[src/rtl/pfz_cfg.svh]
// constants for the zone 1 fault-line and input-enable response block
`ifndef PFZ_CFG_SVH
`define PFZ_CFG_SVH
// ****************************************************************
// timing
// ****************************************************************
`define PFZ_CLK_PERIOD_NS  10
`define PFZ_PERSIST_NS     10000
`define PFZ_PERSIST_CYC    ((`PFZ_PERSIST_NS + `PFZ_CLK_PERIOD_NS - 1) / `PFZ_CLK_PERIOD_NS)
// ****************************************************************
// command codes
// ****************************************************************
`define PFZ_CMD_SEL_A      8'hd4
`define PFZ_CMD_SEL_B      8'hd5
`define PFZ_CMD_OV_KILL    8'hd6
`define PFZ_CMD_UV_KILL    8'hd7
`define PFZ_CMD_STATUS     8'h80
`define PFZ_CMD_CLR_STATUS 8'h03
// ****************************************************************
// fields and reset values
// ****************************************************************
`define PFZ_SEL_MSB        3
`define PFZ_SEL_PAD        4'h0
`define PFZ_SEL_RST        4'h0
`define PFZ_KILL_RST       8'h00
`define PFZ_RDATA_IDLE     8'h00
`endif

[src/rtl/pfz_pkg.sv]
// types shared by the zone 1 fault-line and input-enable response block
package pfz_pkg;
    // ****************************************************************
    // persistence qualifier states, gray along idle-qualify-trip
    // ****************************************************************
    typedef enum logic [1:0] {
        PFZ_IDLE = 2'b00,
        PFZ_QUAL = 2'b01,
        PFZ_TRIP = 2'b11
    } pfz_qual_e;

    // ****************************************************************
    // command port carrier
    // ****************************************************************
    typedef struct packed {
        logic       wr;
        logic       rd;
        logic [7:0] code;
        logic [7:0] data;
    } pfz_cmd_s;
endpackage : pfz_pkg

[src/rtl/pfz_zone1_resp.sv]
// zone 1 fault-line shutdown and input-enable pull-down response
//
// Behaviour
// - the upper four bits of both zone 1 select registers are read-only and read as zero.
// - there are two zone 1 select registers of one format, bits 3..0 choosing channels 7..4.
// - a channel whose select bit is 0 keeps running whatever its fault line does.
// - a selected channel is shut down only if its fault line is still low 10us after first seen low.
// - once the line releases the channel is turned back on through its turn-on delay and ramp.
// - an eight-bit setting picks which channels' overvoltage faults kill the input enable.
// - bit n of the overvoltage setting belongs to channel n.
// - a set bit with that channel's fault pulls the input enable low with the fast pull-down.
// - a clear bit never lets that channel's fault disable the input enable.
// - a second eight-bit setting does the same for undervoltage faults.
// - bit n of the undervoltage setting belongs to channel n, 1 pulls low, 0 leaves the pin.
// - a fault-line shutdown drives the alert pin low and sets the channel's status bit.
// - line a answers to the first register, line b to the second, both only for channels 4..7.
`timescale 1ns/1ns
`default_nettype none
`include "pfz_cfg.svh"

module pfz_zone1_resp #(
    parameter int NCH     = 8,
    parameter int PERSIST = `PFZ_PERSIST_CYC
) (
    // clock and reset
    input  wire logic             clk,
    input  wire logic             reset,
    input  wire logic             clk_en,
    // command port
    input  wire pfz_pkg::pfz_cmd_s cmd,
    output var  logic [7:0]       cmd_rdata,
    output var  logic             cmd_rvalid,
    // shared fault lines, active low
    input  wire logic             zone1_shared_fault_line_a_n,
    input  wire logic             zone1_shared_fault_line_b_n,
    // per-channel supervisor faults
    input  wire logic [NCH-1:0]   output_overvoltage_fault,
    input  wire logic [NCH-1:0]   output_undervoltage_fault,
    // channel 4..7 control toward the sequencer
    output var  logic [3:0]       chan_fault_off,
    output var  logic [3:0]       chan_restart,
    // open-drain pins
    output var  logic             alert_pin_n_o,
    output var  logic             alert_pin_n_oe,
    output var  logic             input_enable_o,
    output var  logic             input_enable_oe
);
    localparam int CW = $clog2(PERSIST + 1);
    localparam logic [CW-1:0] LAST = CW'(PERSIST - 1);

    // ****************************************************************
    // state
    // ****************************************************************
    logic [`PFZ_SEL_MSB:0] zone1_line_a_channel_shutdown_select;
    logic [`PFZ_SEL_MSB:0] zone1_line_b_channel_shutdown_select;
    logic [NCH-1:0]        overvoltage_input_enable_kill_select;
    logic [NCH-1:0]        undervoltage_input_enable_kill_select;
    logic [3:0]            line_off_status;
    pfz_pkg::pfz_qual_e    qual [2];
    logic [CW-1:0]         cnt [2];
    logic [1:0]            line_low;
    logic [3:0]            next_off;
    logic                  kill;

    assign line_low = {~zone1_shared_fault_line_b_n, ~zone1_shared_fault_line_a_n};

    function automatic pfz_pkg::pfz_qual_e next_qual(input pfz_pkg::pfz_qual_e st,
                                                     input logic low, input logic done);
        next_qual = pfz_pkg::PFZ_IDLE;
        if (low) begin
            case (st)
                pfz_pkg::PFZ_IDLE: next_qual = pfz_pkg::PFZ_QUAL;
                pfz_pkg::PFZ_QUAL: next_qual = done ? pfz_pkg::PFZ_TRIP : pfz_pkg::PFZ_QUAL;
                pfz_pkg::PFZ_TRIP: next_qual = pfz_pkg::PFZ_TRIP;
                default:           next_qual = pfz_pkg::PFZ_IDLE;
            endcase
        end
    endfunction : next_qual

    // ****************************************************************
    // command registers
    // ****************************************************************
    always_ff @(posedge clk or posedge reset) begin
        if (reset) begin
            zone1_line_a_channel_shutdown_select  <= `PFZ_SEL_RST;
            zone1_line_b_channel_shutdown_select  <= `PFZ_SEL_RST;
            overvoltage_input_enable_kill_select  <= `PFZ_KILL_RST;
            undervoltage_input_enable_kill_select <= `PFZ_KILL_RST;
        end else if (clk_en && cmd.wr) begin
            case (cmd.code)
                // only the low nibble is stored, so reserved bits cannot be set
                `PFZ_CMD_SEL_A:   zone1_line_a_channel_shutdown_select  <= cmd.data[`PFZ_SEL_MSB:0];
                `PFZ_CMD_SEL_B:   zone1_line_b_channel_shutdown_select  <= cmd.data[`PFZ_SEL_MSB:0];
                `PFZ_CMD_OV_KILL: overvoltage_input_enable_kill_select  <= cmd.data;
                `PFZ_CMD_UV_KILL: undervoltage_input_enable_kill_select <= cmd.data;
                default: ;
            endcase
        end
    end

    always_ff @(posedge clk or posedge reset) begin
        if (reset) begin
            cmd_rdata  <= `PFZ_RDATA_IDLE;
            cmd_rvalid <= 1'b0;
        end else if (clk_en) begin
            cmd_rvalid <= cmd.rd;
            case (cmd.code)
                `PFZ_CMD_SEL_A:   cmd_rdata <= {`PFZ_SEL_PAD, zone1_line_a_channel_shutdown_select};
                `PFZ_CMD_SEL_B:   cmd_rdata <= {`PFZ_SEL_PAD, zone1_line_b_channel_shutdown_select};
                `PFZ_CMD_OV_KILL: cmd_rdata <= overvoltage_input_enable_kill_select;
                `PFZ_CMD_UV_KILL: cmd_rdata <= undervoltage_input_enable_kill_select;
                `PFZ_CMD_STATUS:  cmd_rdata <= {line_off_status, `PFZ_SEL_PAD};
                default:          cmd_rdata <= `PFZ_RDATA_IDLE;
            endcase
        end
    end

    // ****************************************************************
    // persistence qualifiers, one per fault line
    // ****************************************************************
    always_ff @(posedge clk or posedge reset) begin
        if (reset) begin
            for (int i = 0; i < 2; i++) begin
                qual[i] <= pfz_pkg::PFZ_IDLE;
                cnt[i]  <= '0;
            end
        end else if (clk_en) begin
            for (int i = 0; i < 2; i++) begin
                qual[i] <= next_qual(qual[i], line_low[i], cnt[i] == LAST);
                // a release before the interval ends drops the count back to zero
                if (qual[i] == pfz_pkg::PFZ_QUAL && line_low[i])
                    cnt[i] <= cnt[i] + CW'(1);
                else
                    cnt[i] <= '0;
            end
        end
    end

    // ****************************************************************
    // channel shutdown and restart
    // ****************************************************************
    always_comb begin
        next_off = '0;
        if (qual[0] == pfz_pkg::PFZ_TRIP)
            next_off = next_off | zone1_line_a_channel_shutdown_select;
        if (qual[1] == pfz_pkg::PFZ_TRIP)
            next_off = next_off | zone1_line_b_channel_shutdown_select;
    end

    // restart is a request; the sequencer applies turn-on delay and ramp
    always_ff @(posedge clk or posedge reset) begin
        if (reset) begin
            chan_fault_off <= '0;
            chan_restart   <= '0;
        end else if (clk_en) begin
            chan_fault_off <= next_off;
            chan_restart   <= chan_fault_off & ~next_off;
        end
    end

    // status sets win over a clear in the same cycle
    always_ff @(posedge clk or posedge reset) begin
        if (reset) begin
            line_off_status <= '0;
            alert_pin_n_o   <= 1'b0;
            alert_pin_n_oe  <= 1'b0;
        end else if (clk_en) begin
            if (cmd.wr && cmd.code == `PFZ_CMD_CLR_STATUS)
                line_off_status <= (next_off & ~chan_fault_off)
                                 | (line_off_status & ~cmd.data[`PFZ_SEL_MSB:0]);
            else
                line_off_status <= line_off_status | (next_off & ~chan_fault_off);
            alert_pin_n_o  <= 1'b0;
            alert_pin_n_oe <= |(next_off & ~chan_fault_off) | (|line_off_status);
        end
    end

    // ****************************************************************
    // input-enable fast pull-down, follows the fault levels
    // ****************************************************************
    assign kill = |(output_overvoltage_fault & overvoltage_input_enable_kill_select)
                | |(output_undervoltage_fault & undervoltage_input_enable_kill_select);

    always_ff @(posedge clk or posedge reset) begin
        if (reset) begin
            input_enable_o  <= 1'b0;
            input_enable_oe <= 1'b0;
        end else if (clk_en) begin
            input_enable_o  <= 1'b0;
            input_enable_oe <= kill;
        end
    end

    // ****************************************************************
    // assertions
    // ****************************************************************
    a_sel_a_reserved: assert property (@(posedge clk) disable iff (reset)
        cmd_rvalid && $past(cmd.code) == `PFZ_CMD_SEL_A |-> cmd_rdata[7:4] == 4'h0)
        else $error("line a select upper bits not zero");
    a_sel_b_reserved: assert property (@(posedge clk) disable iff (reset)
        cmd_rvalid && $past(cmd.code) == `PFZ_CMD_SEL_B |-> cmd_rdata[7:4] == 4'h0)
        else $error("line b select upper bits not zero");
    a_unselected_runs: assert property (@(posedge clk) disable iff (reset || !clk_en)
        (chan_fault_off & ~$past(zone1_line_a_channel_shutdown_select | zone1_line_b_channel_shutdown_select)) == 4'h0)
        else $error("unselected channel shut down");
    a_trip_after_count: assert property (@(posedge clk) disable iff (reset || !clk_en)
        $rose(qual[0] == pfz_pkg::PFZ_TRIP) |-> $past(cnt[0]) == LAST && $past(line_low[0]))
        else $error("line a tripped before persistence count");
    a_glitch_no_trip: assert property (@(posedge clk) disable iff (reset || !clk_en)
        !line_low[1] |=> qual[1] == pfz_pkg::PFZ_IDLE && cnt[1] == '0)
        else $error("line b qualifier not restarted on release");
    a_restart_pulse: assert property (@(posedge clk) disable iff (reset || !clk_en)
        chan_fault_off != 4'h0 && next_off == 4'h0 |=> chan_restart == $past(chan_fault_off) ##1 chan_restart == 4'h0)
        else $error("restart request missing");
    a_alert_on_off: assert property (@(posedge clk) disable iff (reset || !clk_en)
        (next_off & ~chan_fault_off) != 4'h0 |=> alert_pin_n_oe && line_off_status != 4'h0)
        else $error("alert or status missing on shutdown");
    a_ov_pulldown: assert property (@(posedge clk) disable iff (reset || !clk_en)
        |(output_overvoltage_fault & overvoltage_input_enable_kill_select) |=> input_enable_oe && !input_enable_o)
        else $error("overvoltage fault did not pull input enable");
    a_no_kill_idle: assert property (@(posedge clk) disable iff (reset || !clk_en)
        !kill |=> !input_enable_oe)
        else $error("input enable pulled without selected fault");
    a_uv_pulldown: assert property (@(posedge clk) disable iff (reset || !clk_en)
        |(output_undervoltage_fault & undervoltage_input_enable_kill_select) |=> input_enable_oe)
        else $error("undervoltage fault did not pull input enable");

    c_line_a_trip:   cover property (@(posedge clk) disable iff (reset) $rose(qual[0] == pfz_pkg::PFZ_TRIP));
    c_line_b_glitch: cover property (@(posedge clk) disable iff (reset)
        qual[1] == pfz_pkg::PFZ_QUAL ##1 qual[1] == pfz_pkg::PFZ_IDLE);
    c_restart:       cover property (@(posedge clk) disable iff (reset) chan_restart != 4'h0);
    c_kill:          cover property (@(posedge clk) disable iff (reset) $rose(input_enable_oe));
endmodule : pfz_zone1_resp

`default_nettype wire

[config.mk]
export PLATFORM = sky130hd
export DESIGN_NAME = pfz_zone1_resp
export DESIGN_NICKNAME = d
export VERILOG_FILES = /design/src/rtl/pfz_pkg.sv /design/src/rtl/pfz_zone1_resp.sv
export VERILOG_INCLUDE_DIRS = /design/src /design/src/rtl
export SDC_FILE = /design/constraint.sdc
export NUM_CORES = 1
export LEC_CHECK = 0
export BUFFER_PORTS_ARGS = -buffer_cell sky130_fd_sc_hd__buf_2
export CAP_MARGIN = 15
export CORE_UTILIZATION = 50
export DETAILED_ROUTE_END_ITERATION = 7
export PLACE_DENSITY = 0.8
export SETUP_SLACK_MARGIN = 0.1
export SLEW_MARGIN = 20
export SYNTH_ARGS = -nofsm -noshare
export SYNTH_HDL_FRONTEND = slang
export SYNTH_SLANG_ARGS = --single-unit
[constraint.sdc]
create_clock -name clk -period 2.2 [get_ports clk]
set_input_delay 0.33 -clock clk [delete_from_list [all_inputs] [get_ports clk]]
set_output_delay 0.33 -clock clk [all_outputs]
set_load 0.05 [all_outputs]
==> impl_metrics.tcl, run 1 <==
set metrics [dict create \
    cap_violations 0 \
    synthArstFlopShare_pct 100.0 \
    crit_buf_inv 0 \
    clkSinkCount 71 \
    worst_hold_slack_ns 0.04711 \
    fin_setup_tns_ns 0 \
    syn_inst 305 \
    syn_area_per_cell_um2 11.20 \
    cts_max_level 3 \
    critPathTopFamily "simple AND/OR/NAND/NOR gates" \
    grt.met3_usage_pct 3.540 \
    ctsRootBufferMaster "clkbuf_8" \
    finalClockSkew_ns 0.007449 \
    wl_per_cell_um 16.93 \
    wl_um 7515 \
    layout-drive-gt1-share_pct 31.88 \
    cts_tree "done" \
    area_delta_synth_final_pct 17.06 \
    synth.area.top_cells "dfrtp_1 (52%), mux2_2 (8.9%), o21ai_0 (2.6%)" \
    ios 60 \
    diodes 0 \
    path_class "reg -> reg" \
    grt_pass1_wl_um 12640 \
    insertion_delay_ns 0.34 \
    die_height_um 84.67 \
    track_usage_pct 22.79 \
    vias_per_cell 6.023 \
    dieWidth_um 84.67 \
    rows 29 \
    cts_buffer_depth 2 \
    stdcell_area_um2 4000 \
    synth_ff_type "dfrtp_1" \
    leakage_nw 1.844 \
    grt_pass1_vias 2614 \
    post-route-util_pct 61.93 \
    place.gp.congestion 0.7960 \
    drv_slew 0 \
    synth_top_area_share_pct 52.00 \
    cts_inserted_buffers 9 \
    nets 404 \
    fmax_ghz 0.5848 \
    finalCritPeriodShare_pct 77.72 \
    final_common_cell "dfrtp_1" \
    fp.dieArea_um2 7169 \
    drt-initial-drc-count 240 \
    synth_cell_type_count 51 \
    dpl_cell_area_um2 3780 \
    powerDensity_nw_per_um2 712.4 \
    drc_errors 0 \
    clk_pin_slew_ns 0.08 \
    rsz0062_at_grt "no" \
    finalSetupViolCount 0 \
    cpPeakStageDelay_ns 0.60 \
    grt_use_met1_pct 30.95 \
    hold_viol 0 \
    crit_path_start_kind "flop" \
    status "finished clean" \
    timing.slew.headroom_pct 60.09 \
    nFillCells 526 \
    met2_usage_pct 36.22 \
    multi_input_area_um2 1526 \
    gr-max-usage-layer "met2" \
    total_power_mw 2.850 \
    worst-path-max-fanout 11 \
    antenna_found_initial 0 \
    yosysTopAreaCell "dfrtp_1" \
    yosysWarnings 0 \
    ys_seq_area_share_pct 52.00 \
    cts_hold_buf 0 \
    ant_nets 0 \
    num_vias 2674 \
    firstDrtPassIters 6 \
    arrival_ns 1.96 \
    start_util_pct 52.91 \
    cts_setup_buffers 0 \
    core-area_um2 6459 \
    ys_seq_elements 71 \
    min_period_ns 1.710 \
    worstPathRequired_ns 2.45 \
    synth-edff-count 0 \
    tightest_slew_ns 0.5974 \
    hold_path_class "in -> async" \
    critical_path.slowest_cell "or3b_2" \
    peakVddDrop_mv 0.4088 \
    grt_max_degree 46 \
    final_cell_mix "dfrtp_1 (71), buf_2 (57), mux2_2 (27)" \
    path_cells "or3b_2 > nor2_1 > nand3_1 > o31ai_1" \
    hpwl_um 5405 \
    grt-ovfl-total 0 \
    syn-cell-area_um2 3417 \
    numPortBuffers 57 \
    cts_resized 0 \
    ff_latch_area_um2 1777 \
    cp-end-kind "flop" \
]
-- logic make-up (layout without fill, tap and decap cells) --
group / Yosys count / after routing / share of synthesized area, %
buffers and inverters: 28 / 89 / 3.442
and+or+nand+nor: 91 / 91 / 14.76
xor gates and xnor gates: 7 / 7 / 1.794
other: 1 / 2 / 0.1097
DFF: 71 / 71 / 52.00
adders and majority gates: 2 / 2 / 0.7322
AOI/OAI and AO/OA: 70 / 70 / 14.46
muxes: 35 / 35 / 12.71
-- worst register-to-register path, delay by kind of cell, from the launching register on --
kind | cells | cell delay, ns
AO/OA/AOI/OAI | 1 | 0.24
flip-flops | 1 | 0.45
AND/OR/NAND/NOR | 3 | 0.93
-- cell type report --
cell class,count,area share (%)
inverter,13,1.314
timing repair buffer,61,8.195
multi-input combinational,207,38.16
sequential,71,44.42
tap,77,2.409
clock inverter,5,2.064
clock buffer,10,3.441
-- flip-flops by register name, indices dropped and copies added (netlist names), 8 cells and up --
register	count
cnt	20
cmd_rdata	8
overvoltage_input_enable_kill_select	8
undervoltage_input_enable_kill_select	8
-- synthesized netlist by cell type, types with 5 or more instances --
| cell type | number |
|---|---|
| o2bb2ai_1 | 7 |
| clkbuf_1 | 7 |
| a22o_1 | 7 |
| nand2_1 | 18 |
| and3_1 | 7 |
| a21oi_1 | 14 |
| xnor2_1 | 6 |
| nand3_1 | 13 |
| nor3_1 | 6 |
| dfrtp_1 | 71 |
| o21ai_0 | 18 |
| nand4_1 | 5 |
| inv_1 | 13 |
| nor2_1 | 24 |
| mux2_2 | 27 |
-- path summary, 6_finish.rpt --
kind                       depth (start not counted)  slack [ns]                         from                                       end
max in group asynchronous                          3        1.55                        reset                        line_off_status[2]
min in group clk                                   2        0.20  zone1_shared_fault_line_a_n                                   qual[2]
max reg2reg                                        4        0.49                      qual[2]                                   cnt[18]
max                                                4        0.49                      qual[2]                                   cnt[18]
min                                                2        0.05                        reset  undervoltage_input_enable_kill_select[3]
min reg2reg                                        1        0.49                 cmd_rdata[1]                              cmd_rdata[1]
-- report_power, final --
part           switching [mW]  internal (mW)  leakage, nW
clock                   0.501          0.663        0.101
combinational           0.198          0.100        0.779
sequential             0.0406           1.35        0.965
total                   0.740           2.11         1.84
-- metrics by stage --
stage	cells	setup slack [ns]
finish	444	0.4901
floorplan	306	0.6269
CTS	444	0.4993
detailed placement	429	0.3757
global route	444	0.3824
global placement	429	0.4663
-- metal layers --
metal  vias up  routed length, µm  share of wire [%]
li1       1250                  -                  -
met4         0                174                2.3
met5         -                  0                  0
met1      1307               3438                 46
met2       102               3584                 48
met3        15                318                4.2
Power figures use the tool's default switching activity.
==> run 2: changes to the inputs <==
ABC_AREA = 1   (was unset)
CORE_UTILIZATION = 55   (was 50)
PLACE_DENSITY = 0.83   (was 0.8)
clock period = 1.6 ns   (was 2.2 ns; I/O delays follow)
==> impl_metrics.tcl, run 2 <==
set metrics [dict create \
    ant_nets 0 \
    finalClockSkew_ns 0.005461 \
    ys_seq_elements 71 \
    grt-ovfl-total 0 \
    insertion_delay_ns 0.34 \
    clk_pin_slew_ns 0.07 \
    start_util_pct 57.08 \
    ios 60 \
    synth_cell_type_count 32 \
    cts_max_level 3 \
    finalCritPeriodShare_pct 88.48 \
    fmax_ghz 0.7064 \
    die_height_um 83.18 \
    cp-end-kind "flop" \
    leakage_nw 2.257 \
    synth_top_area_share_pct 49.02 \
    track_usage_pct 27.03 \
    critical_path.slowest_cell "dfrtp_1" \
    peakVddDrop_mv 0.6030 \
    arrival_ns 1.65 \
    worst_hold_slack_ns -0.02138 \
    nets 583 \
    area_delta_synth_final_pct 15.81 \
    crit_buf_inv 0 \
    r2r_setup_slack_ns 0.18 \
    startpoint "cnt[0]" \
    rows 29 \
    drt-initial-drc-count 259 \
    fin_cells 621 \
    synthArstFlopShare_pct 100.0 \
    grt_pass1_vias 3247 \
    vias_per_cell 5.435 \
    syn-cell-area_um2 3625 \
    synth_most_common_cell "nand2_1" \
    yosysWarnings 0 \
    firstDrtPassIters 6 \
    nFillCells 544 \
    syn_inst 477 \
    grt_max_degree 72 \
    finalSetupViolCount 0 \
    antenna_found_initial 0 \
    cts_tree "done" \
    cts_buffer_depth 2 \
    hold_viol 18 \
    min_period_ns 1.416 \
    cts_setup_buffers 0 \
    worstPathRequired_ns 1.83 \
    ctsRootBufferMaster "clkbuf_8" \
    reg2reg_depth 8 \
    cap_violations 0 \
    synth_ff_type "dfrtp_1" \
    ys_top_cells_by_count "nand2_1 (144), dfrtp_1 (71), inv_1 (61)" \
    clkSinkCount 71 \
    tightest_slew_ns 0.5353 \
    hold_path_class "in -> async" \
    final_cell_mix "nand2_1 (144), dfrtp_1 (71), inv_1 (60)" \
    rsz0062_at_grt "no" \
    cts_inserted_buffers 9 \
    ys_seq_area_share_pct 49.02 \
    wl_per_cell_um 13.77 \
    num_vias 3375 \
    place.gp.congestion 0.9121 \
    path_class "reg -> reg" \
    reg2reg_from "cnt[0]" \
    dieWidth_um 83.18 \
    final_common_cell "nand2_1" \
    drc_errors 0 \
    largest_reg_flops 20 \
    timing.slew.headroom_pct 64.18 \
    worst-path-max-fanout 4 \
    timing.rr.end "cnt[8]" \
    core-area_um2 6350 \
    cpPeakStageDelay_ns 0.40 \
    wl_um 8554 \
    stdcell_area_um2 4198 \
    layout-drive-gt1-share_pct 17.65 \
    syn_area_per_cell_um2 7.599 \
    cts_hold_buf 0 \
    drv_slew 0 \
    grt_pass1_wl_um 14770 \
    dpl_cell_area_um2 4018 \
    failed_checks "negative hold slack" \
    cp_common_cell "nand2_1" \
    crit_path_start_kind "flop" \
    status "complete, but fails checks" \
    synth.area.top_cells "dfrtp_1 (49%), nand2_1 (15%), nand3_1 (7.7%)" \
    yosysTopAreaCell "dfrtp_1" \
    max_flop_register "cnt" \
    hpwl_um 6434 \
    dp_cells 608 \
    powerDensity_nw_per_um2 853.0 \
    critPathTopFamily "simple AND/OR/NAND/NOR gates" \
    numPortBuffers 57 \
    fin_setup_tns_ns 0 \
    diodes 0 \
    fp.dieArea_um2 6919 \
    synth-edff-count 0 \
    path_cells "ha_1 > nand2_1 > nor2_2 > nand2_1 > nor2_4 > nand2_1 > o21ai_0 > nor2_1" \
]
run 2: changes by cell type after synthesis, sizes merged, moves of 7 or more:
cell	change
nand2	+130
inv	+49
nand3	+44
mux2	-27
o21ai	+20
nor2	+10
o2bb2ai	-7
run 2: final cells by class:
cell class,count,area (µm²),area share [%]
clock buffers,12,165.2,3.934
clock inverters,1,5.005,0.1192
inverters,62,236.5,5.633
multi-input cells,333,1560,37.17
flip-flops and latches,71,1777,42.32
well taps,77,96.34,2.295
repair buffers,65,357.8,8.525
run 2: kinds of logic after synthesis:
logic type	synth area share [%]
simple gates	32.48
mux	0.2762
fa+ha+maj	0.6903
buf+inv	8.319
other cells	0.1035
compound gates	9.113
flops	49.02
run 2: per-stage QoR:
| stage | worst slack, ns | utilization (%) | power (mW) |
|---|---|---|---|
| finish | 0.1844 | 66.11 | 3.581 |
| global route | 0.09796 | 66.11 | 3.727 |
| floorplan | 0.3228 | - | 2.192 |
| global placement | 0.07246 | 63.27 | 2.329 |
| CTS | 0.1300 | 65.95 | 3.603 |
| detailed placement | 0.08080 | 63.27 | 2.342 |
run 2: worst reg2reg max path, stage by stage, from the launching register on:
cell	delay, ns
dfrtp_1	0.40
ha_1	0.16
nand2_1	0.07
nor2_2	0.14
nand2_1	0.11
nor2_4	0.13
nand2_1	0.08
o21ai_0	0.16
nor2_1	0.06
run 2: worst max path at each step:
stage	to	slack, ns	cells past startpoint
after floorplan	cnt[16]	0.32	8
after detailed placement	cmd_rdata[1]	0.08	8
final	cnt[8]	0.18	8
after global placement	cmd_rdata[1]	0.07	8
after global routing	cnt[8]	0.1	8
after CTS	cnt[8]	0.13	8
run 2: per-layer routing:
layer  global-route usage, %  routed length [µm]
met2                   44.41                4146
met5                       0                   0
met3                   5.368                 549
met1                   35.63                3697
met4                   10.03                 160
run 2: where the power goes:
part | total, mW | switching (mW) | internal (mW) | leakage (nW)
Sequential | 1.90 | 0.0469 | 1.85 | 0.924
Combinational | 0.408 | 0.287 | 0.122 | 1.24
Clock | 1.27 | 0.612 | 0.661 | 0.0902
run 2: timing repair:
item | CTS | global route
endpoints found under the setup margin | 0 | 2
hold endpoints to repair | 0 | 0
resized for setup | 0 | 3
==> run 3: changes to the inputs <==
CTS_BUF_LIST = sky130_fd_sc_hd__clkbuf_8   (was unset)
RECOVER_POWER = 50   (was unset)
==> impl_metrics.tcl, run 3 (same netlist as run 2, synthesis figures left out) <==
set metrics [dict create \
    wl_per_cell_um 13.78 \
    post-route-util_pct 65.81 \
    core-area_um2 6350 \
    drv_slew 0 \
    num_vias 3354 \
    nFillCells 550 \
    layout-drive-gt1-share_pct 17.10 \
    ios 60 \
    grt_pass1_wl_um 14770 \
    nets 583 \
    final_common_cell "nand2_1" \
    drc_errors 0 \
    hold_end "qual[2]" \
    cap_violations 0 \
    arrival_ns 1.67 \
    hold_path_class "in -> reg" \
    fin_setup_tns_ns 0 \
    cp-end-kind "flop" \
    powerDensity_nw_per_um2 856.1 \
    track_usage_pct 27.03 \
    max_flop_register "cnt" \
    numPortBuffers 57 \
    tightest_slew_ns 0.9467 \
    cts_max_level 3 \
    vias_per_cell 5.401 \
    peakVddDrop_mv 0.6032 \
    hold_path_depth 2 \
    cpPeakStageDelay_ns 0.40 \
    dpl_cell_area_um2 4018 \
    largest_reg_flops 20 \
    clk_pin_slew_ns 0.07 \
    fmax_ghz 0.6970 \
    die_height_um 83.18 \
    timing.slew.headroom_pct 36.89 \
    cts_setup_buffers 0 \
    timing.rr.end "cnt[8]" \
    grt_max_degree 72 \
    dieWidth_um 83.18 \
    hold_viol 0 \
    total_power_mw 3.578 \
    worstPathRequired_ns 1.83 \
    rows 29 \
    grt-ovfl-total 0 \
    firstDrtPassIters 7 \
    cts_tree "done" \
    insertion_delay_ns 0.34 \
    ctsRootBufferMaster "clkbuf_8" \
    reg2reg_depth 8 \
    cts_buffer_depth 2 \
    r2r_setup_slack_ns 0.17 \
    ff_latch_area_um2 1777 \
    ant_nets 0 \
    area_delta_synth_final_pct 15.29 \
    diodes 0 \
    antenna_found_initial 0 \
    drt-initial-drc-count 256 \
    critical_path.slowest_cell "dfrtp_1" \
    finalSetupViolCount 0 \
    path_cells "ha_1 > nand2_1 > nor2_2 > nand2_1 > nor2_4 > nand2_1 > o21ai_0 > nor2_1" \
    fp.dieArea_um2 6919 \
    worst-path-max-fanout 4 \
    status "finished clean" \
    place.gp.congestion 0.9121 \
    final_cell_mix "nand2_1 (144), dfrtp_1 (71), inv_1 (60)" \
    crit_path_start_kind "flop" \
    stdcell_area_um2 4179 \
    reg2reg_from "cnt[0]" \
    rsz0062_at_grt "no" \
    start_util_pct 57.08 \
    path_class "reg -> reg" \
    wl_um 8556 \
    cts_inserted_buffers 9 \
    finalClockSkew_ns 0.005365 \
    cp_common_cell "nand2_1" \
    finalCritPeriodShare_pct 89.67 \
    leakage_nw 2.243 \
    multi_input_area_um2 1560 \
    clkSinkCount 71 \
    hpwl_um 6434 \
    grt_pass1_vias 3247 \
    worst_hold_slack_ns 0.08428 \
    holdCritStartpoint "zone1_shared_fault_line_a_n" \
    min_period_ns 1.435 \
]
[run 3: cell types whose count changed in the layout (fill, tap and decap cells not counted)]
cell,before,now
clkbuf_1,0,3
buf_4,7,6
buf_12,1,0
clkbuf_4,0,1
buf_2,57,55
[run 3: worst max-delay path by stage]
stage               startpoint           end  slack [ns]  cells after the start
floorplan              cnt[10]       cnt[16]        0.32                      8
global placement       cmd[11]  cmd_rdata[1]        0.07                      8
detailed placement     cmd[11]  cmd_rdata[1]        0.08                      8
CTS                     cnt[0]        cnt[8]        0.13                      8
global route            cnt[0]        cnt[8]        0.08                      8
finish                  cnt[0]        cnt[8]        0.17                      8
[run 3: per-stage QoR]
step | worst slack [ns] | instances
after floorplan | 0.3228 | 478
after global placement | 0.07246 | 608
after detailed placement | 0.08080 | 608
after CTS | 0.1300 | 621
after global routing | 0.07530 | 621
final | 0.1653 | 621
[run 3: critical path, delay by kind of cell (launching register included)]
family                     cells  cell delay [ns]
and+or+nand+nor                6             0.61
DFF                            1             0.40
adders and majority gates      1             0.16
AOI/OAI and AO/OA              1             0.16
[run 3: routing by layer]
| layer | GRT usage, % | vias up | wire length [µm] |
|---|---|---|---|
| met5 | 0 | - | 0 |
| met4 | 10.03 | 0 | 147 |
| met3 | 5.368 | 14 | 518 |
| met2 | 44.41 | 113 | 4163 |
| met1 | 35.63 | 1567 | 3726 |
| li1 | - | 1660 | - |
[run 3: area by class of cell]
cell class	instances	area share (%)
tap	77	2.305
clock buffer	12	3.952
sequential	71	42.51
multi-input combinational	333	37.34
inverter	62	5.659
clock inverter	1	0.1198
timing repair buffer	65	8.114
[run 3: where the power goes]
part,internal (mW),switching (mW)
Sequential,1.85,0.0470
Combinational,0.116,0.286
Clock,0.661,0.615
[run 3: timing repair]
action / in CTS / in global routing
hold buffers: 0 / 0
resized for setup: 0 / 3
endpoints found under the setup margin: 0 / 2
